`config.mk`:
```
export PLATFORM = sky130hd
export DESIGN_NAME = mac_compare_shift_flags
export DESIGN_NICKNAME = d
export VERILOG_FILES = /design/src/mac_flags_pkg.sv /design/src/mac_compare_shift_flags.sv
export VERILOG_INCLUDE_DIRS = /design/src
export SDC_FILE = /design/constraint.sdc
export NUM_CORES = 1
export LEC_CHECK = 0
export ABC_AREA = 0
export ABC_CLOCK_PERIOD_IN_PS = 4010
export BUFFER_PORTS_ARGS = -buffer_cell sky130_fd_sc_hd__buf_2
export CORE_MARGIN = 8
export CORE_UTILIZATION = 30
export DETAILED_ROUTE_END_ITERATION = 7
export PLACE_DENSITY = 0.55
export SYNTH_ARGS = -nofsm -noshare
export SYNTH_HDL_FRONTEND = slang
export SYNTH_SLANG_ARGS = --single-unit
```
`constraint.sdc`:
```
create_clock -name core_clk -period 4.01 [get_ports core_clk]
set_clock_uncertainty 0.05 [all_clocks]
set_input_delay 0.802 -clock core_clk [delete_from_list [all_inputs] [get_ports core_clk]]
set_output_delay 0.802 -clock core_clk [all_outputs]
set_load 0.05 [all_outputs]
```
`src/mac_flags_params.svh`:
```
// constants for the accumulator compare and shift flag block
`ifndef MAC_FLAGS_PARAMS_SVH
`define MAC_FLAGS_PARAMS_SVH
`define ACC_WIDTH      40
`define STATUS_WIDTH   16
`define STATUS_RESET   16'h0000
`define FLAG_E_POS     5
`define FLAG_SV_POS    6
`define FLAG_C_POS     10
`define FLAG_Z_POS     9
`define FLAG_N_POS     8
`define SHIFT_WIDTH    5
`endif

```
`src/mac_flags_pkg.sv`:
```
// types for the accumulator compare and shift flag block
package mac_flags_pkg;
  typedef enum logic [1:0] {
    OP_NONE  = 2'b00,
    OP_CMP   = 2'b01,
    OP_LSHR  = 2'b11,
    OP_ASHR  = 2'b10
  } op_t;
endpackage

```
`src/mac_compare_shift_flags.sv`:
```
// accumulator compare and right shift with status flags, as built
`timescale 1ns/1ps
`include "mac_flags_params.svh"

module mac_compare_shift_flags #(
  parameter int ACC_W = `ACC_WIDTH
) (
  input  wire logic                     core_clk,      // cpu clock
  input  wire logic                     srst,          // sync reset, high
  input  wire logic                     op_valid,      // one-cycle issue
  input  wire mac_flags_pkg::op_t       op_code,       // operation
  input  wire logic [ACC_W-1:0]         operand,       // compare operand
  input  wire logic [`SHIFT_WIDTH-1:0]  shift_count,   // shift amount
  input  wire logic                     acc_load,      // load accumulator
  input  wire logic [ACC_W-1:0]         acc_load_data, // value to load
  input  wire logic                     status_load,   // write status word
  input  wire logic [`STATUS_WIDTH-1:0] status_data,   // status word value
  input  wire logic                     saturation_mode_bit, // control bit
  output logic [ACC_W-1:0]              accumulator,   // 40-bit accumulator
  output logic [`STATUS_WIDTH-1:0]      unit_status_word, // flags
  output logic                          op_done        // pulse after op
);

  // extension in use: the top nine bits (extension byte and the high bit
  // of the high word) are not all copies of one sign
  function automatic logic ext_used(input logic [ACC_W-1:0] v);
    ext_used = !((&v[ACC_W-1:ACC_W-9]) || !(|v[ACC_W-1:ACC_W-9]));
  endfunction

  // both right shifts share this decode; compare and idle keep the data
  function automatic logic is_shift(input mac_flags_pkg::op_t op);
    is_shift = (op == mac_flags_pkg::OP_LSHR) ||
               (op == mac_flags_pkg::OP_ASHR);
  endfunction

  // carry after the reversed compare: set when the accumulator is at
  // least the operand, so a borrow out of operand minus accumulator or a
  // zero difference; an equal pair must read as greater or equal
  function automatic logic cmp_carry(input logic [ACC_W:0] d);
    cmp_carry = d[ACC_W] || (d[ACC_W-1:0] == '0);
  endfunction

  logic [ACC_W:0]   diff;
  logic [ACC_W-1:0] shifted;

  // reversed subtraction: the operand minus the accumulator
  always_comb begin
    diff = {1'b0, operand} - {1'b0, accumulator};
  end

  // full-width shift; bit 32 falls into bit 31 naturally
  always_comb begin
    if (op_code == mac_flags_pkg::OP_ASHR) begin
      shifted = $signed(accumulator) >>> shift_count;
    end else begin
      shifted = accumulator >> shift_count;
    end
  end

  // accumulator: compare leaves it alone, shifts never saturate
  always_ff @(posedge core_clk) begin
    if (srst) begin
      accumulator <= '0;
    end else if (acc_load) begin
      accumulator <= acc_load_data;
    end else if (op_valid && is_shift(op_code)) begin
      // the shift ignores saturation, so the result goes in unclipped
      accumulator <= shifted;
    end
  end

  // status word update
  always_ff @(posedge core_clk) begin
    if (srst) begin
      unit_status_word <= `STATUS_RESET;
    end else if (status_load) begin
      unit_status_word <= status_data;
    end else if (op_valid) begin
      case (op_code)
        mac_flags_pkg::OP_CMP: begin
          // reversed direction: a set carry means accumulator >= operand
          unit_status_word[`FLAG_N_POS] <= diff[ACC_W-1];
          unit_status_word[`FLAG_C_POS] <= cmp_carry(diff);
        end
        mac_flags_pkg::OP_LSHR, mac_flags_pkg::OP_ASHR: begin
          // the silicon fault: saturation mode forces the flag low
          if (saturation_mode_bit) begin
            unit_status_word[`FLAG_E_POS] <= 1'b0;
          end else begin
            unit_status_word[`FLAG_E_POS] <= ext_used(shifted);
          end
        end
        default: begin
          unit_status_word <= unit_status_word;
        end
      endcase
    end
  end

  // completion pulse one cycle after issue
  always_ff @(posedge core_clk) begin
    if (srst) begin
      op_done <= 1'b0;
    end else begin
      op_done <= op_valid && op_code != mac_flags_pkg::OP_NONE;
    end
  end

  // a compare reads the accumulator but never writes it
  cmp_keeps_acc_a: assert property (
    @(posedge core_clk) disable iff (srst)
    op_valid && op_code == mac_flags_pkg::OP_CMP && !acc_load
      |=> $stable(accumulator))
    else $error("compare changed accumulator");

  // the zero flag is outside what the compare updates
  cmp_zero_kept_a: assert property (
    @(posedge core_clk) disable iff (srst)
    op_valid && op_code == mac_flags_pkg::OP_CMP && !status_load
      |=> $stable(unit_status_word[`FLAG_Z_POS]))
    else $error("compare changed zero flag");

  // software tests the carry for accumulator >= operand
  cmp_carry_a: assert property (
    @(posedge core_clk) disable iff (srst)
    op_valid && op_code == mac_flags_pkg::OP_CMP && !status_load
      |=> unit_status_word[`FLAG_C_POS] ==
          ($past(accumulator) >= $past(operand)))
    else $error("carry flag wrong after compare");

  // with one sign on both sides the difference cannot overflow, so the
  // negative flag must mean operand below accumulator
  cmp_neg_a: assert property (
    @(posedge core_clk) disable iff (srst)
    op_valid && op_code == mac_flags_pkg::OP_CMP && !status_load &&
      operand[ACC_W-1] == accumulator[ACC_W-1]
      |=> unit_status_word[`FLAG_N_POS] ==
          ($past(operand) < $past(accumulator)))
    else $error("negative flag wrong after compare");

  // as built, saturation mode leaves the extension flag clear
  shift_sat_e_a: assert property (
    @(posedge core_clk) disable iff (srst)
    op_valid && is_shift(op_code) && saturation_mode_bit && !status_load
      |=> !unit_status_word[`FLAG_E_POS])
    else $error("extension flag not as built");

  // the low extension bit lands in the top bit of the high word
  shift_lsb_a: assert property (
    @(posedge core_clk) disable iff (srst)
    op_valid && is_shift(op_code) && !acc_load && shift_count == 5'h01
      |=> accumulator[ACC_W-9] == $past(accumulator[ACC_W-8]))
    else $error("extension bit 0 not moved");

  // saturation off: the flag follows the top nine bits (extension byte and bit 31) of the result
  shift_nosat_e_a: assert property (
    @(posedge core_clk) disable iff (srst)
    op_valid && is_shift(op_code) && !saturation_mode_bit &&
      !status_load && !acc_load
      |=> unit_status_word[`FLAG_E_POS] == ext_used(accumulator))
    else $error("extension flag wrong");

  // a shift by eight moves the whole 40 bits; nothing is clipped
  shift_width_a: assert property (
    @(posedge core_clk) disable iff (srst)
    op_valid && is_shift(op_code) && !acc_load && shift_count == 5'h08
      |=> accumulator[ACC_W-9:0] == $past(accumulator[ACC_W-1:8]))
    else $error("shift lost bits");

  // a logical shift fills from the top with zeros
  lshr_top_zero_a: assert property (
    @(posedge core_clk) disable iff (srst)
    op_valid && op_code == mac_flags_pkg::OP_LSHR && !acc_load &&
      shift_count != 5'h00
      |=> !accumulator[ACC_W-1])
    else $error("logical shift kept top bit");

  // an arithmetic shift keeps the sign of the 40-bit value
  ashr_sign_a: assert property (
    @(posedge core_clk) disable iff (srst)
    op_valid && op_code == mac_flags_pkg::OP_ASHR && !acc_load
      |=> accumulator[ACC_W-1] == $past(accumulator[ACC_W-1]))
    else $error("arithmetic shift lost sign");

  // shifts only touch the extension flag; compare flags stay put
  shift_keeps_cnz_a: assert property (
    @(posedge core_clk) disable iff (srst)
    op_valid && is_shift(op_code) && !status_load
      |=> $stable(unit_status_word[`FLAG_C_POS:`FLAG_N_POS]))
    else $error("shift changed compare flags");

  // the idle code and an idle cycle change nothing
  idle_keeps_a: assert property (
    @(posedge core_clk) disable iff (srst)
    (!op_valid || op_code == mac_flags_pkg::OP_NONE) && !acc_load &&
      !status_load
      |=> $stable(accumulator) && $stable(unit_status_word))
    else $error("idle cycle changed state");

  // every real operation reports completion on the next cycle
  done_pulse_a: assert property (
    @(posedge core_clk) disable iff (srst)
    op_valid && op_code != mac_flags_pkg::OP_NONE
      |=> op_done)
    else $error("completion missing");

  // no completion without an operation in the cycle before
  done_quiet_a: assert property (
    @(posedge core_clk) disable iff (srst)
    !op_valid || op_code == mac_flags_pkg::OP_NONE
      |=> !op_done)
    else $error("completion without operation");

  // a load beats any operation issued in the same cycle
  acc_load_a: assert property (
    @(posedge core_clk) disable iff (srst)
    acc_load
      |=> accumulator == $past(acc_load_data))
    else $error("accumulator load lost");

  // a status write beats the flag update of the same cycle
  status_load_a: assert property (
    @(posedge core_clk) disable iff (srst)
    status_load
      |=> unit_status_word == $past(status_data))
    else $error("status write lost");

  // reset clears every output on the following edge
  rst_clear_a: assert property (
    @(posedge core_clk)
    srst
      |=> accumulator == '0 && unit_status_word == `STATUS_RESET &&
          !op_done)
    else $error("reset left outputs set");

endmodule

```
* After elaboration in Yosys (flattened, before gate mapping)
Index checks and enable logic that the tools add are counted.
** Storage, ports and cells
- Register bits :: 57
- Word-level logic and storage cells :: 38
** Cells by class
- Add/subtract/negate cells :: 1
- Equality and inequality tests :: 3
- Shifts and indexed selects :: 2
- Mux-type cells :: 9
- Reductions and logical operators :: 18
** Operators by type and width (count)
- two-way mux 40 bit :: 3
- subtractor 40 x 40 -> 41 bit :: 1
- logical NOT 40 bit :: 1
- right shift 40 x 5 -> 40 bit :: 1
- >>> shifter 40 x 5 -> 40 bit :: 1
- two-way mux 16 bit :: 1
- two-way mux 11 bit :: 1
- nonzero test 2 bit :: 5
- AND reduction 9 bit :: 1
- OR reduction 9 bit :: 1
- equality test 2 bit, second input constant :: 2
- two-way mux 1 bit :: 4
- AND reduction 2 bit :: 2
- logical OR 1 bit :: 3
- equality test 2 x 1 -> 1 bit, second input constant :: 1
- logical AND 1 bit :: 2
- logical NOT 1 bit :: 2
- OR reduction 2 bit :: 1

* Logic depth before layout (Yosys ltp)
Gate-level depths: netlist of the first run.
- Word-level depth :: 10
- Mapped depth :: 13
- Depth with buffers taken out :: 13

* Worst setup path after synthesis of the first run
No wires, ideal clock.
- Kind :: input port to flip-flop
- Start :: input operand[0]
- End :: register unit_status_word[10]
- Setup time :: 0.069 ns
- Arrival time :: 3.292 ns
- Setup slack :: 0.599 ns
- Cell stages on the path :: 13
- Path buffers :: 0
- Path through :: inv_1 ha_1 fa_1 nand2b_1 a21o_1 a2111o_1 nand2_1 mux2_2 o2bb2ai_1 o2111ai_1 nor4b_2 nand4_1 o21ai_1
** Between the ends
- Word-level cells in the longest chain between the ends :: 6
** Ends and longest elaborated chain
- from (decl) :: line mac_compare_shift_flags.sv:12 : input wire logic [ACC_W-1:0] operand,
- subtractor 40 x 40 -> 41 bit * :: line mac_compare_shift_flags.sv:48 : diff = {1'b0, operand} - {1'b0, accumulator};
- logical NOT 40 bit :: line mac_compare_shift_flags.sv:40 : cmp_carry = d[ACC_W] || (d[ACC_W-1:0] == '0);
- logical OR 1 bit * :: line mac_compare_shift_flags.sv:40
- two-way mux 1 bit * :: line mac_compare_shift_flags.sv:79 : case (op_code)
- two-way mux 11 bit * :: line mac_compare_shift_flags.sv:78 : end else if (op_valid) begin
- two-way mux 16 bit * :: line mac_compare_shift_flags.sv:76 : end else if (status_load) begin
- to (signal assigned) :: line mac_compare_shift_flags.sv:75 : unit_status_word <= `STATUS_RESET;
- to (signal assigned) :: line mac_compare_shift_flags.sv:77 : unit_status_word <= status_data;
- to (signal, indexed assignment) :: line mac_compare_shift_flags.sv:82 : unit_status_word[`FLAG_N_POS] <= diff[ACC_W-1];
- to (decl) :: line mac_compare_shift_flags.sv:20 : output logic [`STATUS_WIDTH-1:0] unit_status_word,
Every way passes the cells marked *; elsewhere a longest branch is shown, timed or not. The select of a mux whose other input is x is not followed.
A chain may end at the register's enable or synchronous reset.

* Worst setup path after layout of the first run
Ends and elaborated chain as after synthesis.

==> flow_metrics.tcl, run 1 <==
set metrics [dict create \
    antenna_found_initial 4 \
    worst_pin_slew_ps 1050 \
    reg2reg_to "unit_status_word[10]" \
    cts_setup_buffers 0 \
    crit_type "input pin to flop" \
    cts-resized-gates 0 \
    drive_above_1_share_pct 22.88 \
    core_area_um2 24960 \
    ant_nets 0 \
    grt.total_usage_pct 19.75 \
    synthToLayoutAreaGrowth_pct 18.12 \
    grt_first_pass_wirelength_um 48000 \
    final_nets 1325 \
    die_w_um 174.7 \
    die-area_um2 30520 \
    critical-path-top-delay-family "compound AO/OA/AOI/OAI gates" \
    dp_hpwl_um 25030 \
    crit_fanout 5 \
    clk_pin_slew_ps 60 \
    cts_hold_buf 0 \
    async_flop_share_pct 0 \
    dieHeight_um 174.7 \
    gr-total-overflow 0 \
    cts.sinks 57 \
    cts_max_level 3 \
    synth_edf_count 0 \
    synth-seq-cells 57 \
    rsz0062_at_grt "false" \
    pre_cts_ws_ps 72.76 \
    crit_path_end "unit_status_word[10]" \
    seq_area_frac_synth_pct 15.10 \
    initial_utilization_pct 30.26 \
    post-synth-top-area-fraction_pct 15.10 \
    fin_ws_ps 431.1 \
    grt_pass1_vias 8266 \
    routed_wl_um 30950 \
    slowest_stage "a2111o_1" \
    peakVddDrop_mv 0.2034 \
    num_rows 58 \
    cp_num_buf_inv 2 \
    p_leak_nw 3.828 \
    swShare_pct 42.48 \
    reg2reg_slack_ps 580 \
    viasPerCell 5.524 \
    relSlewSlack_pct 29.55 \
    wl_per_cell_um 20.50 \
    postSynthNetCount 1201 \
    path_cells "buf_2 > inv_1 > ha_1 > fa_1 > nand2b_1 > a21o_1 > a2111o_1 > a21oi_2 > o211ai_2 > a21oi_1 > o21ai_0 > a2111oi_0 > nand4_1 > o21ai_1" \
    synth.most_common_cell "nand2_1" \
    clk_latency_ps 350 \
    yosys-top-cells-area "dfxtp_1 15%, mux4_2 8.0%, a21oi_1 7.9%" \
    netlist_area_um2 7555 \
    grt_max_degree 58 \
    p_sw_mw 1.188 \
    drcViolationCount 0 \
    vias 8341 \
    startpoint_type "input pin" \
    synth_cell_types 81 \
    endpoint_kind "flop" \
    critPathRequiredTime_ps 4240 \
    cp.depth 14 \
    cts_buffer_depth 2 \
    postSynthAreaPerCell_um2 7.188 \
    synthCells 1051 \
    numCtsBuffers 9 \
    tns_ps 0 \
    dr.pass1.iters 5 \
    p_clk_share_pct 30.9 \
    maxCapViolCount 0 \
    detail_route.iter0.violations 648 \
    r2r-start "accumulator[16]" \
    power_density_nw_per_um2 313.4 \
    hp-class "flop to flop" \
    synth_top_flop_cell "dfxtp_1" \
    io_pins 166 \
    finalSetupViolCount 0 \
    io_buffer_count 165 \
    startpoint "operand[0]" \
    p_seq_share_pct 23.7 \
    timing.final.crit_share_pct 89.25 \
    gp_congestion 0.9552 \
    synth_common_cells "150 x nand2_1, 120 x a21oi_1, 120 x nor2_1, 61 x inv_1" \
    fmax_mhz 279.4 \
    r2r_cells 12 \
    hold_violations 0 \
    cts_tree "done" \
    antenna_cells 0 \
    root_buffer "clkbuf_16" \
    yosys_warnings 0 \
    p_int_mw 1.609 \
    status "complete, no violations" \
    arrival_ps 3810 \
    p_comb_share_pct 45.4 \
    critical-path-max-stage-delay_ps 440 \
    synth_top_cell_by_area "dfxtp_1" \
    period_needed_ps 3579 \
    drv_slew 0 \
]
[worst reg2reg max path: stages, from the launching register on]
cell,delay (ps)
dfxtp_1,440
inv_1,160
ha_1,400
a21oi_1,440
o211ai_1,170
a21oi_1,320
nand2b_1,200
a311oi_1,100
a2111o_1,380
a21oi_1,140
nor4b_2,270
nand4_1,150
o21ai_1,150
[power groups by stage]
stage          registers [mW]  clock network (mW)  logic (mW)
6_report                0.662               0.865        1.27
5_1_grt                 0.668               0.900        1.39
4_1_cts                 0.662               0.872        1.26
3_5_place_dp            0.674                   0        1.26
3_3_place_gp            0.672                   0        1.26
2_1_floorplan           0.785                   0       0.790
[routing by layer]
metal / routed length [µm] / vias to the layer above / GRT usage [%]
li1: - / 4097 / -
met3: 2484 / 50 / 6.195
met5: 45 / - / 0
met1: 14190 / 3867 / 26.01
met2: 13210 / 319 / 29.91
met4: 1020 / 8 / 6.817
[layout by cell type, fill, tap and decap left out, types with 9 or more instances in the layout]
cell type,Yosys,routed
mux2i_1,48,48
ha_1,40,40
o211ai_1,20,20
buf_4,7,23
nand4_1,11,11
a211oi_1,27,27
dfxtp_1,57,57
nor3_1,11,11
mux2_2,14,14
o21ai_0,57,57
a31oi_1,15,15
nand2b_1,12,12
buf_2,6,165
clkbuf_16,0,9
mux4_2,27,27
o21a_1,11,11
nand3_1,14,14
nor2_1,120,120
and3_1,9,9
xor2_1,10,10
nand2_1,150,150
a21oi_1,120,120
inv_1,61,61
[logic make-up after synthesis]
family	after synthesis	share of synthesized area, %
AO/OA/AOI/OAI	341	29.71
multiplexers	89	16.50
adder cells (fa/ha/maj)	41	6.890
XOR/XNOR	16	1.855
flip-flops	57	15.10
AND/OR/NAND/NOR	370	21.96
buffers and inverters	137	7.983
[flip-flops by register name, indices dropped and copies added (netlist names)]
register and flops:
accumulator 40, unit_status_word 16, op_done 1
[final cells by class]
type | count | area, µm²
Timing Repair Buffer | 188 | 998.5
Clock inverter | 7 | 102.6
Tap cell | 330 | 412.9
Inverter | 62 | 232.7
Clock buffer | 9 | 225.2
Sequential cell | 57 | 1141
Fill cell | 2780 | 16040
Multi-Input combinational cell | 857 | 5811
[through the flow]
stage	util, %	hold WS, ps	area [µm²]	power, mW	std cells
finish	35.75	441.4	8924	2.797	1510
global route	35.75	461.8	8924	2.955	1510
CTS	35.75	444.8	8924	2.798	1510
global placement	34.43	418.3	8596	1.931	1494
detailed placement	34.43	428.4	8596	1.930	1494
floorplan	-	687.0	7555	1.575	1051
[how the worst min path moves through the flow]
stage,startpoint,endpoint,slack (ps),depth (start not counted)
final,unit_status_word[9],unit_status_word[9],440,2
after global routing,unit_status_word[9],unit_status_word[9],460,2
after detailed placement,unit_status_word[3],unit_status_word[3],430,2
after CTS,unit_status_word[9],unit_status_word[9],440,2
after global placement,unit_status_word[4],unit_status_word[4],420,2
after floorplan,unit_status_word[0],unit_status_word[0],690,2
(Power assumes the default switching activity.)
==> run 2: changes to the inputs <==
--- a/config.mk
+++ b/config.mk
@@ -12,7 +12,6 @@
 export CORE_MARGIN = 8
 export CORE_UTILIZATION = 30
 export DETAILED_ROUTE_END_ITERATION = 7
-export PLACE_DENSITY = 0.55
 export SYNTH_ARGS = -nofsm -noshare
 export SYNTH_HDL_FRONTEND = slang
 export SYNTH_SLANG_ARGS = --single-unit
==> constraint.sdc (replaced) <==
create_clock -name core_clk -period 4.01 [get_ports core_clk]
set_clock_uncertainty 0.05 [all_clocks]
set_input_delay 0.2005 -clock core_clk [delete_from_list [all_inputs] [get_ports core_clk]]
set_output_delay 0.2005 -clock core_clk [all_outputs]
set_load 0.05 [all_outputs]
==> run 2 against run 1 <==
  * Power down 3.6%
  * Global-route usage up 0.23 points
  * Via count up 3.3%
  * Worst hold slack worse by 410 ps
  * Non-clock buffer count down 7
  * Worst setup slack better by 61 ps
  * Critical endpoint unchanged
==> flow_metrics.tcl, run 2 (synthesized netlist as in run 1, its figures left out) <==
set metrics [dict create \
    status "complete, no violations" \
    p_sw_mw 1.202 \
    grt_first_pass_wirelength_um 48590 \
    cts_tree "done" \
    fin_cells 1503 \
    register_area_um2 1141 \
    relSlewSlack_pct 33.54 \
    period_needed_ps 3518 \
    hold_violations 0 \
    p_int_mw 1.496 \
    root_buffer "clkbuf_16" \
    drive_above_1_share_pct 22.42 \
    mostFrequentLayoutCells "165 x buf_2, 150 x nand2_1, 120 x nor2_1, 120 x a21oi_1, 61 x inv_1" \
    grt_pass1_vias 8312 \
    timing.final.crit_share_pct 87.73 \
    startpoint_type "flop" \
    arrival_ps 3750 \
    crit_fanout 9 \
    cts.sinks 57 \
    wl_per_cell_um 21.00 \
    fmax_mhz 284.3 \
    tns_ps 0 \
    dieHeight_um 174.7 \
    cts_max_level 3 \
    swShare_pct 44.55 \
    critPathRequiredTime_ps 4240 \
    dp_hpwl_um 25240 \
    vias 8614 \
    endpoint_kind "flop" \
    largest_reg_flops 40 \
    peakVddDrop_mv 0.1902 \
    clk_pin_slew_ps 60 \
    grt_max_degree 58 \
    detail_route.iter0.violations 1003 \
    gp_congestion 0.9415 \
    antenna_cells 0 \
    io_pins 166 \
    drcViolationCount 0 \
    initial_utilization_pct 30.26 \
    hp-class "input pin to flop" \
    p_seq_share_pct 24.6 \
    io_buffer_count 165 \
    gr-total-overflow 0 \
    max_flop_register "accumulator" \
    crit_type "flop to flop" \
    top_regs "accumulator x40, unit_status_word x16, op_done x1" \
    routed_wl_um 31560 \
    synthToLayoutAreaGrowth_pct 16.89 \
    final_common_cell "buf_2" \
    rsz0062_at_grt "false" \
    p_clk_share_pct 28.2 \
    clk_latency_ps 350 \
    maxCapViolCount 0 \
    numCtsBuffers 9 \
    cts_buffer_depth 2 \
    p_comb_share_pct 47.2 \
    placedCellCount 1487 \
    drv_slew 0 \
    cts_hold_buf 0 \
    die_w_um 174.7 \
    dr.pass1.iters 6 \
    worst_pin_slew_ps 996.9 \
    dpl_cell_area_um2 8543 \
    ant_nets 0 \
    die-area_um2 30520 \
    multi_input_area_um2 5811 \
    power_density_nw_per_um2 305.4 \
    cts_setup_buffers 0 \
    fill_cells 2750 \
    final_area_um2 8831 \
    grt.total_usage_pct 19.99 \
    final_nets 1318 \
    cts-resized-gates 0 \
    num_rows 58 \
    viasPerCell 5.731 \
    finalSetupViolCount 0 \
    core_area_um2 24960 \
    p_leak_nw 3.771 \
    antenna_found_initial 1 \
]
==> run 2: final cells by class <==
class	count	area share [%]
repair buffers	181	10.71
clock buffers	10	2.706
multi-input cells	857	65.80
clock inverters	6	0.5526
well taps	330	4.676
inverters	62	2.635
flip-flops and latches	57	12.92
==> run 2: power groups by stage <==
| stage | registers (mW) | clock network, mW | logic [mW] |
|---|---|---|---|
| 3_5_place_dp | 0.674 | 0 | 1.25 |
| 2_1_floorplan | 0.785 | 0 | 0.790 |
| 6_report | 0.663 | 0.761 | 1.27 |
| 4_1_cts | 0.662 | 0.775 | 1.26 |
| 5_1_grt | 0.668 | 0.792 | 1.38 |
| 3_3_place_gp | 0.673 | 0 | 1.26 |
==> run 2: final timing paths <==
check / from / end / slack (ps) / depth (start not counted)
hold / removal: acc_load_data[38] / accumulator[38] / 30 / 3
setup / recovery: accumulator[25] / unit_status_word[10] / 490 / 12
hold reg to reg: unit_status_word[1] / unit_status_word[1] / 440 / 2
setup reg to reg: accumulator[25] / unit_status_word[10] / 490 / 12
==> run 2: metrics by stage <==
stage	power, mW	util (%)	hold WS (ps)	setup slack (ps)
after detailed placement	1.927	34.22	388.8	578.1
after global placement	1.933	34.22	377.8	481.9
final	2.697	35.37	34.64	492.0
after floorplan	1.575	-	290.0	832.8
after global routing	2.845	35.37	35.39	153.1
after CTS	2.698	35.37	23.48	531.5
==> run 2: routing by layer <==
metal	vias to the layer above	global-route usage (%)	routed length (µm)
met5	-	0	8
met4	2	7.383	1139
met3	59	5.310	2952
met2	436	31.07	13750
met1	4029	26.07	13710
li1	4088	-	-
==> run 2: worst max-delay path: stages (launching register included) <==
cell and delay (ps):
dfxtp_1 510, inv_1 130, ha_1 490, nand2_1 110, o21ai_1 440, a21oi_2 140
o211ai_1 340, nand3_1 130, mux2i_1 220, o32ai_1 140, a2111oi_0 450, nand4_1 160
o21ai_1 130
